--- src/include/fesb_regs.vh ---
/*
 * Register map and field positions of the feature error status bank.
 * Assumes the includer works in byte offsets from the control register base.
 * Field positions use the documented numbering (0 = msb); fesb_bit() maps them.
 */
`ifndef FESB_REGS_VH
`define FESB_REGS_VH

`define FESB_ADDR_W          12
`define FESB_OFS_ERR_HIGH    12'h640
`define FESB_OFS_ERR_LOW     12'h644
`define FESB_RST_ERR_HIGH    32'h00000000
`define FESB_RST_ERR_LOW     32'h00000000

`define FESB_POS_BRIGHTNESS  0
`define FESB_POS_WHITE_BAL   3
`define FESB_POS_SHUTTER     7
`define FESB_POS_GAIN        8
`define FESB_POS_TRIGGER     12

`define FESB_FEAT_BRIGHTNESS 3'h0
`define FESB_FEAT_WHITE_BAL  3'h1
`define FESB_FEAT_SHUTTER    3'h2
`define FESB_FEAT_GAIN       3'h3
`define FESB_FEAT_TRIGGER    3'h4
`define FESB_NUM_FEAT        5

`endif

--- src/design/fesb_range_check.v ---
/*
 * One feature's out-of-range flag.
 * Assumes value_in and write_stb come from logic on the same clock.
 */
`timescale 1ns/1ps
module fesb_range_check #(
   parameter VAL_W = 12,
   parameter [VAL_W-1:0] MIN_VAL = 12'h000,
   parameter [VAL_W-1:0] MAX_VAL = 12'hFFF
) (
   // clock and reset
   input  wire             clock,
   input  wire             rst_b,
   // feature write
   input  wire             write_stb,
   input  wire [VAL_W-1:0] value_in,
   // flag
   output reg              err_q
);
   reg err_d;

   always @*
   begin
      err_d = err_q;
      if (write_stb)
      begin
         err_d = (value_in < MIN_VAL) || (value_in > MAX_VAL);
      end
   end

   always @(posedge clock)
   begin
      if (!rst_b)
         err_q <= 1'b0;
      else
         err_q <= err_d;
   end
endmodule // fesb_range_check

--- src/design/fesb_bank.v ---
/*
 * Feature control error status bank: two read-only status words, one range
 * flag per checked feature, and the pass-through of every feature setting.
 * Assumes the camera's register block presents each feature control write as a
 * one-cycle strobe with the written value field, and reads as addr + rd_stb,
 * all on this block's clock, so no input is synchronised here.
 * Assumes the capture path consumes set_stb_q, set_sel_q and set_value_q.
 */
// Operation
// - each feature control register has one status bit, one meaning error and zero meaning none.
// - a feature's status bit is re-evaluated on every write of its control register.
// - the bit is set when the written setting is below the minimum or above the maximum.
// - capture carries on with an out-of-range setting, which is passed on unchanged.
// - brightness error is read-only bit 0 of the high status word at 0x640.
// - white balance error is read-only bit 3 of the high word, meaningful on the colour variant.
// - shutter error is read-only bit 7 of the high word.
// - gain error is read-only bit 8 of the high word.
// - trigger mode error is read-only bit 12 of the high word.
// - the low status word at 0x644 has no active flags.
// - bit 0 is the most significant bit of each 32-bit word.
`timescale 1ns/1ps
`include "fesb_regs.vh"
module fesb_bank #(
   parameter VAL_W      = 12,
   parameter COLOR      = 1,
   parameter [VAL_W-1:0] BRI_MIN = 12'h000,
   parameter [VAL_W-1:0] BRI_MAX = 12'h0FF,
   parameter [VAL_W-1:0] WB_MIN  = 12'h000,
   parameter [VAL_W-1:0] WB_MAX  = 12'h0FF,
   parameter [VAL_W-1:0] SHT_MIN = 12'h001,
   parameter [VAL_W-1:0] SHT_MAX = 12'hFFF,
   parameter [VAL_W-1:0] GN_MIN  = 12'h15E,
   parameter [VAL_W-1:0] GN_MAX  = 12'h3FF,
   parameter [VAL_W-1:0] TRG_MIN = 12'h000,
   parameter [VAL_W-1:0] TRG_MAX = 12'h001
) (
   // clock and reset
   input  wire                   clock,
   input  wire                   rst_b,
   // feature control writes
   input  wire                   feat_wr_stb,
   input  wire [2:0]             feat_sel,
   input  wire [VAL_W-1:0]       feat_value,
   // register read port
   input  wire                   rd_stb,
   input  wire [`FESB_ADDR_W-1:0] rd_addr,
   input  wire                   wr_stb,
   output reg  [31:0]            rd_data_q,
   output reg                    rd_hit_q,
   // settings to the capture path
   output reg                    set_stb_q,
   output reg  [2:0]             set_sel_q,
   output reg  [VAL_W-1:0]       set_value_q
);
   localparam NF = `FESB_NUM_FEAT;
   // limits packed low feature first, so feature g owns slice g
   localparam [VAL_W*NF-1:0] MINS = {TRG_MIN, GN_MIN, SHT_MIN, WB_MIN, BRI_MIN};
   localparam [VAL_W*NF-1:0] MAXS = {TRG_MAX, GN_MAX, SHT_MAX, WB_MAX, BRI_MAX};
   // white balance is only checked on the colour variant
   localparam [NF-1:0] FEAT_EN = (COLOR != 0) ? 5'h1F : 5'h1D;

   wire [NF-1:0] err;
   wire [NF-1:0] err_vis;
   wire          status_wr;
   reg  [31:0] high_word;
   reg  [31:0] rd_data_d;
   reg         rd_hit_d;

   // converts msb-first field number to verilog bit index
   function integer fesb_bit;
      input integer pos;
      begin
         fesb_bit = 31 - pos;
      end
   endfunction

   // one if the offset names one of the two status words
   function fesb_addr_hit;
      input [`FESB_ADDR_W-1:0] addr;
      begin
         case (addr)
            `FESB_OFS_ERR_HIGH:
               fesb_addr_hit = 1'b1;
            `FESB_OFS_ERR_LOW:
               fesb_addr_hit = 1'b1;
            default:
               fesb_addr_hit = 1'b0;
         endcase
      end
   endfunction

   assign err_vis = err & FEAT_EN;

   // status writes ignored
   // a write into the status space changes nothing; it only withholds the hit of a read in the same cycle
   assign status_wr = wr_stb && fesb_addr_hit(rd_addr);

   genvar g;
   generate
      for (g = 0; g < NF; g = g + 1)
      begin : g_feat
         localparam [2:0] SEL = g;
         wire sel_wr;
         // selectors 5..7 reach no checker and leave every flag alone
         assign sel_wr = feat_wr_stb && (feat_sel == SEL);
         fesb_range_check #(
            .VAL_W   (VAL_W),
            .MIN_VAL (MINS[VAL_W*g +: VAL_W]),
            .MAX_VAL (MAXS[VAL_W*g +: VAL_W])
         ) u_chk (
            .clock     (clock),
            .rst_b     (rst_b),
            .write_stb (sel_wr),
            .value_in  (feat_value),
            .err_q     (err[g])
         );
      end
   endgenerate

   always @*
   begin
      high_word = `FESB_RST_ERR_HIGH;
      high_word[fesb_bit(`FESB_POS_BRIGHTNESS)] = err_vis[`FESB_FEAT_BRIGHTNESS];
      high_word[fesb_bit(`FESB_POS_WHITE_BAL)]  = err_vis[`FESB_FEAT_WHITE_BAL];
      high_word[fesb_bit(`FESB_POS_SHUTTER)]    = err_vis[`FESB_FEAT_SHUTTER];
      high_word[fesb_bit(`FESB_POS_GAIN)]       = err_vis[`FESB_FEAT_GAIN];
      high_word[fesb_bit(`FESB_POS_TRIGGER)]    = err_vis[`FESB_FEAT_TRIGGER];
   end

   always @*
   begin
      rd_data_d = 32'h00000000;
      rd_hit_d  = rd_stb && fesb_addr_hit(rd_addr);
      if (rd_stb)
      begin
         case (rd_addr)
            `FESB_OFS_ERR_HIGH:
            begin
               rd_data_d = high_word;
            end
            `FESB_OFS_ERR_LOW:
            begin
               rd_data_d = `FESB_RST_ERR_LOW;
            end
            // unmapped offsets read as zero so a stray read never shows old flags
            default:
            begin
               rd_data_d = 32'h00000000;
            end
         endcase
      end
   end

   // read answers and the setting pass-through share one register stage,
   // so every output comes straight from a flip-flop
   always @(posedge clock)
   begin
      if (!rst_b)
      begin
         rd_data_q   <= 32'h00000000;
         rd_hit_q    <= 1'b0;
         set_stb_q   <= 1'b0;
         set_sel_q   <= 3'h0;
         set_value_q <= {VAL_W{1'b0}};
      end
      else
      begin
         rd_data_q   <= rd_data_d;
         rd_hit_q    <= rd_hit_d && !status_wr;
         set_stb_q   <= feat_wr_stb;
         set_sel_q   <= feat_sel;
         set_value_q <= feat_value;
      end
   end
endmodule // fesb_bank

--- config.mk ---
export PLATFORM = sky130hd
export DESIGN_NAME = fesb_bank
export DESIGN_NICKNAME = d
export VERILOG_FILES = /design/src/design/fesb_range_check.v /design/src/design/fesb_bank.v
export VERILOG_INCLUDE_DIRS = /design/src /design/src/include
export SDC_FILE = /design/constraint.sdc
export NUM_CORES = 1
export LEC_CHECK = 0
export ABC_AREA = 1
export BUFFER_PORTS_ARGS = -buffer_cell sky130_fd_sc_hd__buf_2
export CAP_MARGIN = 5
export CORE_ASPECT_RATIO = 2
export CORE_MARGIN = 3
export CORE_UTILIZATION = 42
export DETAILED_ROUTE_END_ITERATION = 12
export PLACE_DENSITY_LB_ADDON = 0.08
export SYNTH_ARGS = -nofsm -noshare
export SYNTH_HDL_FRONTEND = slang
export SYNTH_HIERARCHICAL = 1
export SYNTH_SLANG_ARGS = --single-unit
--- constraint.sdc ---
create_clock -name clock -period 0.86 [get_ports clock]
set_input_delay 0.172 -clock clock [delete_from_list [all_inputs] [get_ports clock]]
set_output_delay 0.172 -clock clock [all_outputs]
set_load 0.01 [all_outputs]
# ---- After elaboration in Yosys (flattened, before gate mapping)
# Index checks and enable logic that the tools add are counted.
dict set report totals {
  reg_bits 54
  inputBits 32
  output_inout_bits 49
  elab_cells 42
}
dict set report classes {
  magnitude_cmp 7
  n_eq_ne 6
  n_mux 1
  reduce_logical 17
}
# operator count
set ops {}
lappend ops {{$eq A12 B11 Y1 const B} 2}
lappend ops {{$lt A12 B1 Y1 const B} 2}
lappend ops {{$gt A12 B1 Y1 const B} 1}
lappend ops {{$gt A12 B10 Y1 const B} 1}
lappend ops {{$gt A12 B12 Y1 const B} 1}
lappend ops {{$gt A12 B8 Y1 const B} 1}
lappend ops {{$lt A12 B9 Y1 const B} 1}
lappend ops {{$logic_and A1 B1 Y1} 8}
lappend ops {{$eq A3 B2 Y1 const B} 2}
lappend ops {{$logic_or A1 B1 Y1} 4}
lappend ops {{$eq A3 B1 Y1 const B} 1}
lappend ops {{$eq A3 B3 Y1 const B} 1}
lappend ops {{$logic_not A3 Y1} 1}
lappend ops {{$reduce_and A3 Y1} 1}
lappend ops {{$reduce_and A2 Y1} 1}
lappend ops {{$reduce_or A2 Y1} 1}
lappend ops {{$logic_not A1 Y1} 1}
lappend ops {{$mux W1} 1}

# ---- Depth between registers and ports, before layout
# Gate-level depths: netlist of the first run.
dict set report logic_depth {
  ltp_word 6
  depth_mapped 7
}

# ---- Hierarchy
# The synthesis of the first run kept the hierarchy.
# module instances cells_per_inst area_per_inst_um2
set modules_own_cells {}
lappend modules_own_cells {fesb_bank 1 125 950.9}
lappend modules_own_cells {{fesb_range_check (g_feat[3].u_chk)} 1 24 115.1}
lappend modules_own_cells {{fesb_range_check (g_feat[0].u_chk ...)} 2 7 47.5}
lappend modules_own_cells {{fesb_range_check (g_feat[2].u_chk)} 1 19 92.6}
lappend modules_own_cells {{fesb_range_check (g_feat[4].u_chk)} 1 15 75.1}

# ---- Least setup slack after synthesis of the first run
# No wires, ideal clock.
dict set report synth_timing {
  kind {in2reg}
  startpoint {input feat_sel[2]}
  endpoint {register g_feat[2].u_chk.err_q}
  setup_ns 0.066
  t_arrival_ns 0.727
  required_time_ns 0.794
  slack_ns 0.068
  stages 7
  n_path_buf 0
  path_cell_list {inv_1 -> nand3_1 -> nor2_1 -> nand2_1 -> nor2_1 -> nand2_1 -> a21oi_2}
}
dict set report synth_via {
  elab_chain_cells 2
}
# item line_no
set synth_lines {}
lappend synth_lines {{start: declaration} fesb_bank.v:42} ;# input wire [2:0] feat_sel,
lappend synth_lines {{$eq A3 B2 Y1} fesb_bank.v:105} ;# assign sel_wr = feat_wr_stb && (feat_sel == SEL);
lappend synth_lines {{$logic_and A1 B1 Y1} fesb_bank.v:105}
lappend synth_lines {{net g_feat[2].sel_wr} fesb_bank.v:103} ;# wire sel_wr;
lappend synth_lines {{end signal: assignment} fesb_range_check.v:36} ;# err_q <= err_d;
lappend synth_lines {{end: declaration} fesb_range_check.v:18} ;# output reg err_q
# The timed path passes the listed nets, and every way through them passes these cells.
# A chain may end at the register's enable or synchronous reset.

# ---- Worst setup path after layout of the first run
dict set report layout_timing {
  startpoint {register rd_data_q[31]}
  endpoint {output rd_data_q[31]}
}
# item line_no
set layout_lines {}
lappend layout_lines {{start: declaration} fesb_bank.v:48} ;# output reg [31:0] rd_data_q,
lappend layout_lines {{start signal: assignment} fesb_bank.v:168} ;# rd_data_q <= rd_data_d;
# No word-level cell between the ends.

==> results of run 1 <==
-- metrics by stage --
stage | hold slack [ns] | util | total power [W]
after floorplan | 0.265 | - | 0.00162
after global placement | 0.382 | 0.521 | 0.00170
after detailed placement | 0.393 | 0.521 | 0.00171
after CTS | 0.113 | 0.539 | 0.00240
after global routing | 0.138 | 0.544 | 0.00250
final | 0.113 | 0.544 | 0.00238
-- sequential cells by signal, summed over array words and instances (netlist names) --
name / count
g_feat.u_chk/err_q: 5
rd_data_q: 5
rd_hit_q: 1
set_sel_q: 3
set_stb_q: 1
set_value_q: 12
-- kinds of logic after synthesis --
family	count (synthesis)
compound gates	8
buf+inv	71
flops	27
other cells	1
simple gates	90
-- worst paths after layout --
check | end | slack, ns | depth (start not counted)
max | rd_data_q[31] | -0.02 | 1
min | set_value_q[0] | 0.11 | 3
max reg2reg | g_feat[0].u_chk/err_q | 0.19 | 3
min reg2reg | rd_data_q[31] | 0.43 | 2
-- cell type report --
| type | count | share of cell area |
|---|---|---|
| Timing Repair Buffer | 58 | 0.199 |
| Inverter | 42 | 0.0974 |
| Tap cell | 30 | 0.0232 |
| Sequential cell | 27 | 0.336 |
| Clock buffer | 4 | 0.0278 |
| Multi-Input combinational cell | 125 | 0.317 |
-- cell usage in the layout, fill, tap and decap left out --
cell,n
buf_6,3
o21a_1,2
nand3_1,6
buf_2,50
dfxtp_2,3
a21oi_2,2
nor2b_1,1
a21oi_1,2
nand3_2,1
clkbuf_8,3
dfxtp_1,24
inv_1,42
nand2_1,41
o21ai_0,2
conb_1,27
nand2_2,1
buf_4,5
nor2_1,39
clkbuf_1,1
nor2_2,1
-- power groups by stage --
| stage | sequential, W | clock, W | combinational [W] |
|---|---|---|---|
| floorplan | 0.00136 | 0 | 0.000261 |
| global placement | 0.00133 | 0 | 0.000368 |
| detailed placement | 0.00134 | 0 | 0.000370 |
| CTS | 0.00131 | 0.000720 | 0.000370 |
| global route | 0.00131 | 0.000752 | 0.000434 |
| finish | 0.00131 | 0.000695 | 0.000376 |
-- worst register-to-register path, stage by stage, from the launching register on --
cell     delay [ns]
dfxtp_1        0.32
o21a_1         0.17
nand2_1        0.05
inv_1          0.03
-- routing by layer --
| layer | share of wire | vias up | routed length [µm] | global-route usage |
|---|---|---|---|---|
| li1 | - | 626 | - | - |
| met1 | 0.33 | 494 | 884 | 0.140 |
| met2 | 0.55 | 54 | 1470 | 0.268 |
| met3 | 0.10 | 4 | 273 | 0.0189 |
| met4 | 0.020 | 0 | 54 | 0.0674 |
| met5 | 0 | - | 0 | 0 |
==> summary.txt, run 1 <==
Status
  – Outcome: complete, but fails checks
  – Failing checks: setup timing

Global routing
  – Overall routing resource usage: 0.142
  – Vias in the first global route: approximately 1100
  – Largest net degree at the start of global routing: 18
  – Overflow left after global routing: 0
  – Global-route wire length before repair: between 4000 and 5000 µm
  – Initial antenna violation count: 0

Setup path
  – Worst endpoint required time: between 0.6 and 0.7 ns
  – Crit. Startpoint: rd_data_q[31]
  – Slowest cell on the critical path: dfxtp_1
  – Worst path arrival time: 0.70 ns
  – CP Capture Type: primary output
  – Slowest stage delay, CP: roughly 0.32 ns
  – Worst reg2reg path startpoint: g_feat[0].u_chk/err_q
  – Delay-heaviest family, CP: flip-flops
  – Crit path launch type: flop
  – Critical path buffer and inverter count: 1
  – CP max FO: 1
  – Crit path cell chain: buf_2
  – Critical path class: flop to primary output

Synthesis
  – Adder and majority gate portion of the synthesized area: 0
  – Top post-synthesis cells by area: dfxtp_1 (41%), buf_4 (16%), inv_1 (12%)
  – Post-synth top area share: 0.407
  – Yosys warns: 6
  – Synth async-reset ratio: 0
  – Area leader, netlist: dfxtp_1
  – Commonest cells in the netlist: inv_1 (42), nand2_1 (41), nor2_1 (39)
  – Count leader, synth: inv_1
  – EDFF count, synth: 0
  – Post-Synth Simple-Gate Area: 0.270
  – Combinational family with the most area after synthesis: buffers and inverters
  – Mux contribution to synthesized area: 0
  – Post-synthesis compound-gate area fraction: 0.0395
  – Cells after synthesis: 197
  – Netlist Area Pre-Place: approximately 1300 µm²
  – Register area share after synthesis: 0.407
  – Cell variety after synth: 16
  – #FFs+latches synth: 27
  – Post-synthesis xor/xnor area fraction: 0
  – Predominant post-synthesis flop cell: dfxtp_1
  – Synthesized area per cell: 6.75 µm²

Power and ir drop
  – Internal power: approximately 0.0018 W
  – Comb power frac: 0.158
  – Switch share: 0.255
  – Peak supply drop: between 0.8 and 0.9 mV
  – Seq pwr share: 0.550
  – Pleak: approximately 0.98 nW
  – Pwr Density: 1470 nW/µm²
  – Switch Pwr: 0.000607 W
  – Clock share of power: 0.292

Timing
  – Setup TNS: -0.123 ns
  – Final setup vio count: 21
  – Worst setup margin: -0.0167 ns
  – Unrepaired setup endpoints after global routing: yes
  – Max Slew Vio Count: 0
  – Peak Freq: 1140 MHz
  – Fin crit share: 1.02
  – Fin crit period: roughly 0.88 ns
  – Worst Skew: between 0.001 and 0.0015 ns
  – Final hold vios: 0

Clocking
  – H-tree depth: 1
  – Clock Tree Buf Depth: 2
  – Clk sinks: 27
  – CTS clk-pin slew, worst paths: around 0.09 ns
  – CTS tree: yes
  – Resized Gates After CTS: 2
  – Hold-fix buffers at CTS: 0
  – Cts bufs inserted: 3
  – Root buf cell: clkbuf_8
  – Worst skew pair latency: 0.26 ns
  – Total setup buffers inserted after CTS: 0

Drt
  – Routed WL per cell: between 9 and 10 µm
  – # DRC: 0
  – Routed WL: roughly 2700 µm
  – Antenna-violating nets left: 0
  – Routed vias: 1178
  – Via density: a little over 4
  – Iter 0 DRT Violations: 13
  – First drt pass iteration count: 4

Finish
  – Register Area: ~540 µm²
  – Final Cell Area: around 1600 µm²
  – Multi-input gate area: 513 µm²
  – Non-Filler Instances: roughly 290
  – Layout Nets: 289
  – Synth-to-Final Area Change: 21.8%
  – Share of layout cells above drive strength 1: 0.270
  – Diodes inserted: 0
  – Fill count: roughly 340

Floorplanning
  – Initial Util: 0.446
  – Die area: a little under 4000 µm²
  – Core footprint: about 3000 µm²
  – Core Rows: 28
  – I/O pins: a little over 80
  – Die Span Y: 85.5 µm
  – Die X: about 46 µm

Placed design
  – Routability cong.: about 0.74
  – Dpl cells: between 200 and 300
  – Hpwl dp: about 2300 µm
  – Port bufs: between 50 and 60
  – Pre-CTS setup slack: -0.127 ns
  – DP Area: roughly 1600 µm²

Run
  – MaxCap Viol Count: 0

Hold path
  – Hold_sp: feat_value[0]
  – HP Class: input port to flop
Note: power is estimated with default switching activity, not from simulation.
==> run 2, diff against run 1 <==
- REMOVE_ABC_BUFFERS: not set -> 1
==> summary.txt, run 2 (same netlist as run 1, synthesis figures left out) <==
Global routing
  – Global-route wire length before repair: 4150 µm
  – Vias in the first global route: between 1000 and 1500
  – Initial antenna violation count: 0
  – Largest net degree at the start of global routing: 19
  – Overall routing resource usage: 0.137
  – Overflow left after global routing: 0

Timing
  – Worst setup margin: -0.0140 ns
  – Peak Freq: approximately 1100 MHz
  – Final setup vio count: 16
  – Fin crit period: approximately 0.9 ns
  – Final hold vios: 0
  – Worst hold margin: between 0.1 and 0.15 ns
  – Fin crit share: 1.02
  – Worst Skew: between 0.001 and 0.0015 ns
  – Unrepaired setup endpoints after global routing: yes
  – Max Slew Vio Count: 0

Clocking
  – Worst skew pair latency: about 0.26 ns
  – Clock Tree Buf Depth: 2
  – Root buf cell: clkbuf_8
  – CTS clk-pin slew, worst paths: 0.09 ns
  – Hold-fix buffers at CTS: 0
  – H-tree depth: 1
  – CTS tree: yes
  – Clk sinks: 27
  – Cts bufs inserted: 3

Power and ir drop
  – Pwr Density: 1450 nW/µm²
  – Switch share: 0.254
  – Comb power frac: 0.159
  – Internal power: ~0.0018 W
  – Pleak: just under 1 nW
  – Peak supply drop: 0.992 mV
  – Seq pwr share: 0.552
  – Switch Pwr: around 0.00060 W
  – Clock share of power: 0.289

Setup path
  – Crit path launch type: flop
  – CP Capture Type: primary output
  – Worst endpoint required time: between 0.6 and 0.7 ns
  – Worst reg2reg path startpoint: g_feat[1].u_chk/err_q
  – Delay-heaviest family, CP: flip-flops
  – Critical path class: flop to primary output
  – Worst path arrival time: approximately 0.7 ns
  – R2R Setup Slk: around 0.19 ns
  – Reg-to-reg critical path endpoint: g_feat[1].u_chk/err_q
  – CP max FO: 1
  – R2R cell count: 3
  – Slowest stage delay, CP: about 0.32 ns
  – Critical path buffer and inverter count: 1
  – Crit path cell chain: buf_2
  – Slowest cell on the critical path: dfxtp_1

Run
  – MaxCap Viol Count: 0

Hold path
  – Hold EP: set_value_q[0]
  – Hold path depth: 3
  – HP Class: input port to flop
  – Hold_sp: feat_value[0]

Finish
  – Commonest non-fill, non-tap cell in the layout: buf_2
  – Biggest register: set_value_q
  – Fill count: around 310
  – Max FFs per register: 12
  – Layout Nets: ~290
  – Share of layout cells above drive strength 1: 0.277
  – Final Cell Area: between 1500 and 2000 µm²
  – Diodes inserted: 0
  – Synth-to-Final Area Change: 22.5%
  – Largest registers: set_value_q x12, g_feat.u_chk/err_q x5, rd_data_q x5
  – Most frequent cells in the layout: buf_2 (49), inv_1 (42), nand2_1 (41), nor2_1 (39), conb_1 (27)
  – Final core occ: 0.547

Placed design
  – Hpwl dp: 2250 µm
  – Port bufs: 53
  – Routability cong.: between 0.7 and 0.8
  – DP Area: between 1500 and 2000 µm²

Drt
  – # DRC: 0
  – Antenna-violating nets left: 0
  – Routed WL per cell: around 9.2 µm
  – First drt pass iteration count: 4
  – Routed vias: 1139
  – Via density: between 3 and 4
  – Iter 0 DRT Violations: 22
  – Routed WL: between 2000 and 3000 µm

Floorplanning
  – Core Rows: 28
  – Initial Util: 0.446
  – I/O pins: 81
  – Die area: between 3000 and 4000 µm²
  – Die Span Y: 85.5 µm
  – Die X: between 40 and 50 µm
  – Core footprint: 2980 µm²

Status
  – Failing checks: setup timing
  – Outcome: complete, but fails checks
## run 2: area by class of cell
class	instances	area, µm²	share of cell area
clock buffers	3	41.3	0.0254
clock inverters	1	5.00	0.00307
inverters	42	158	0.0968
multi-input cells	125	513	0.315
flip-flops and latches	27	546	0.335
well taps	30	37.5	0.0231
repair buffers	58	328	0.201
## run 2: metrics by stage
step / total power (W) / setup TNS [ns] / setup slack [ns] / cells
2_1_floorplan: 0.00152 / 0 / 0.0675 / 194
3_3_place_gp: 0.00170 / -0.348 / -0.140 / 282
3_5_place_dp: 0.00170 / -0.496 / -0.139 / 282
4_1_cts: 0.00239 / -0.318 / -0.0268 / 286
5_1_grt: 0.00250 / -0.793 / -0.0483 / 286
6_report: 0.00237 / -0.101 / -0.0140 / 286
## run 2: worst max path at each step
stage | start | to | slack [ns] | depth (start not counted)
6_report | set_sel_q[2] | set_sel_q[2] | -0.01 | 1
2_1_floorplan | feat_sel[2] | g_feat[2].u_chk/err_q | 0.07 | 7
5_1_grt | set_stb_q | set_stb_q | -0.05 | 1
4_1_cts | set_sel_q[2] | set_sel_q[2] | -0.03 | 1
3_5_place_dp | feat_sel[2] | g_feat[2].u_chk/err_q | -0.14 | 8
3_3_place_gp | feat_sel[2] | g_feat[2].u_chk/err_q | -0.14 | 8
## run 2: timing repair
item | CTS | global route
setup endpoints to repair | 22 | 22
buffers inserted | 0 | 0
gates resized for setup | 0 | 8
## run 2: power groups by stage
stage | registers, W | logic (W) | clock network [W]
after floorplan | 0.00136 | 0.000157 | 0
after global placement | 0.00133 | 0.000369 | 0
after detailed placement | 0.00134 | 0.000368 | 0
after CTS | 0.00131 | 0.000369 | 0.000718
after global routing | 0.00131 | 0.000430 | 0.000760
final | 0.00131 | 0.000376 | 0.000684
## run 2: metal layers
layer,part of all wire,track usage,vias up
met5,0,0,-
met4,0.0080,0.0389,0
met3,0.084,0.0231,2
met2,0.57,0.257,38
met1,0.34,0.146,474
li1,-,-,625
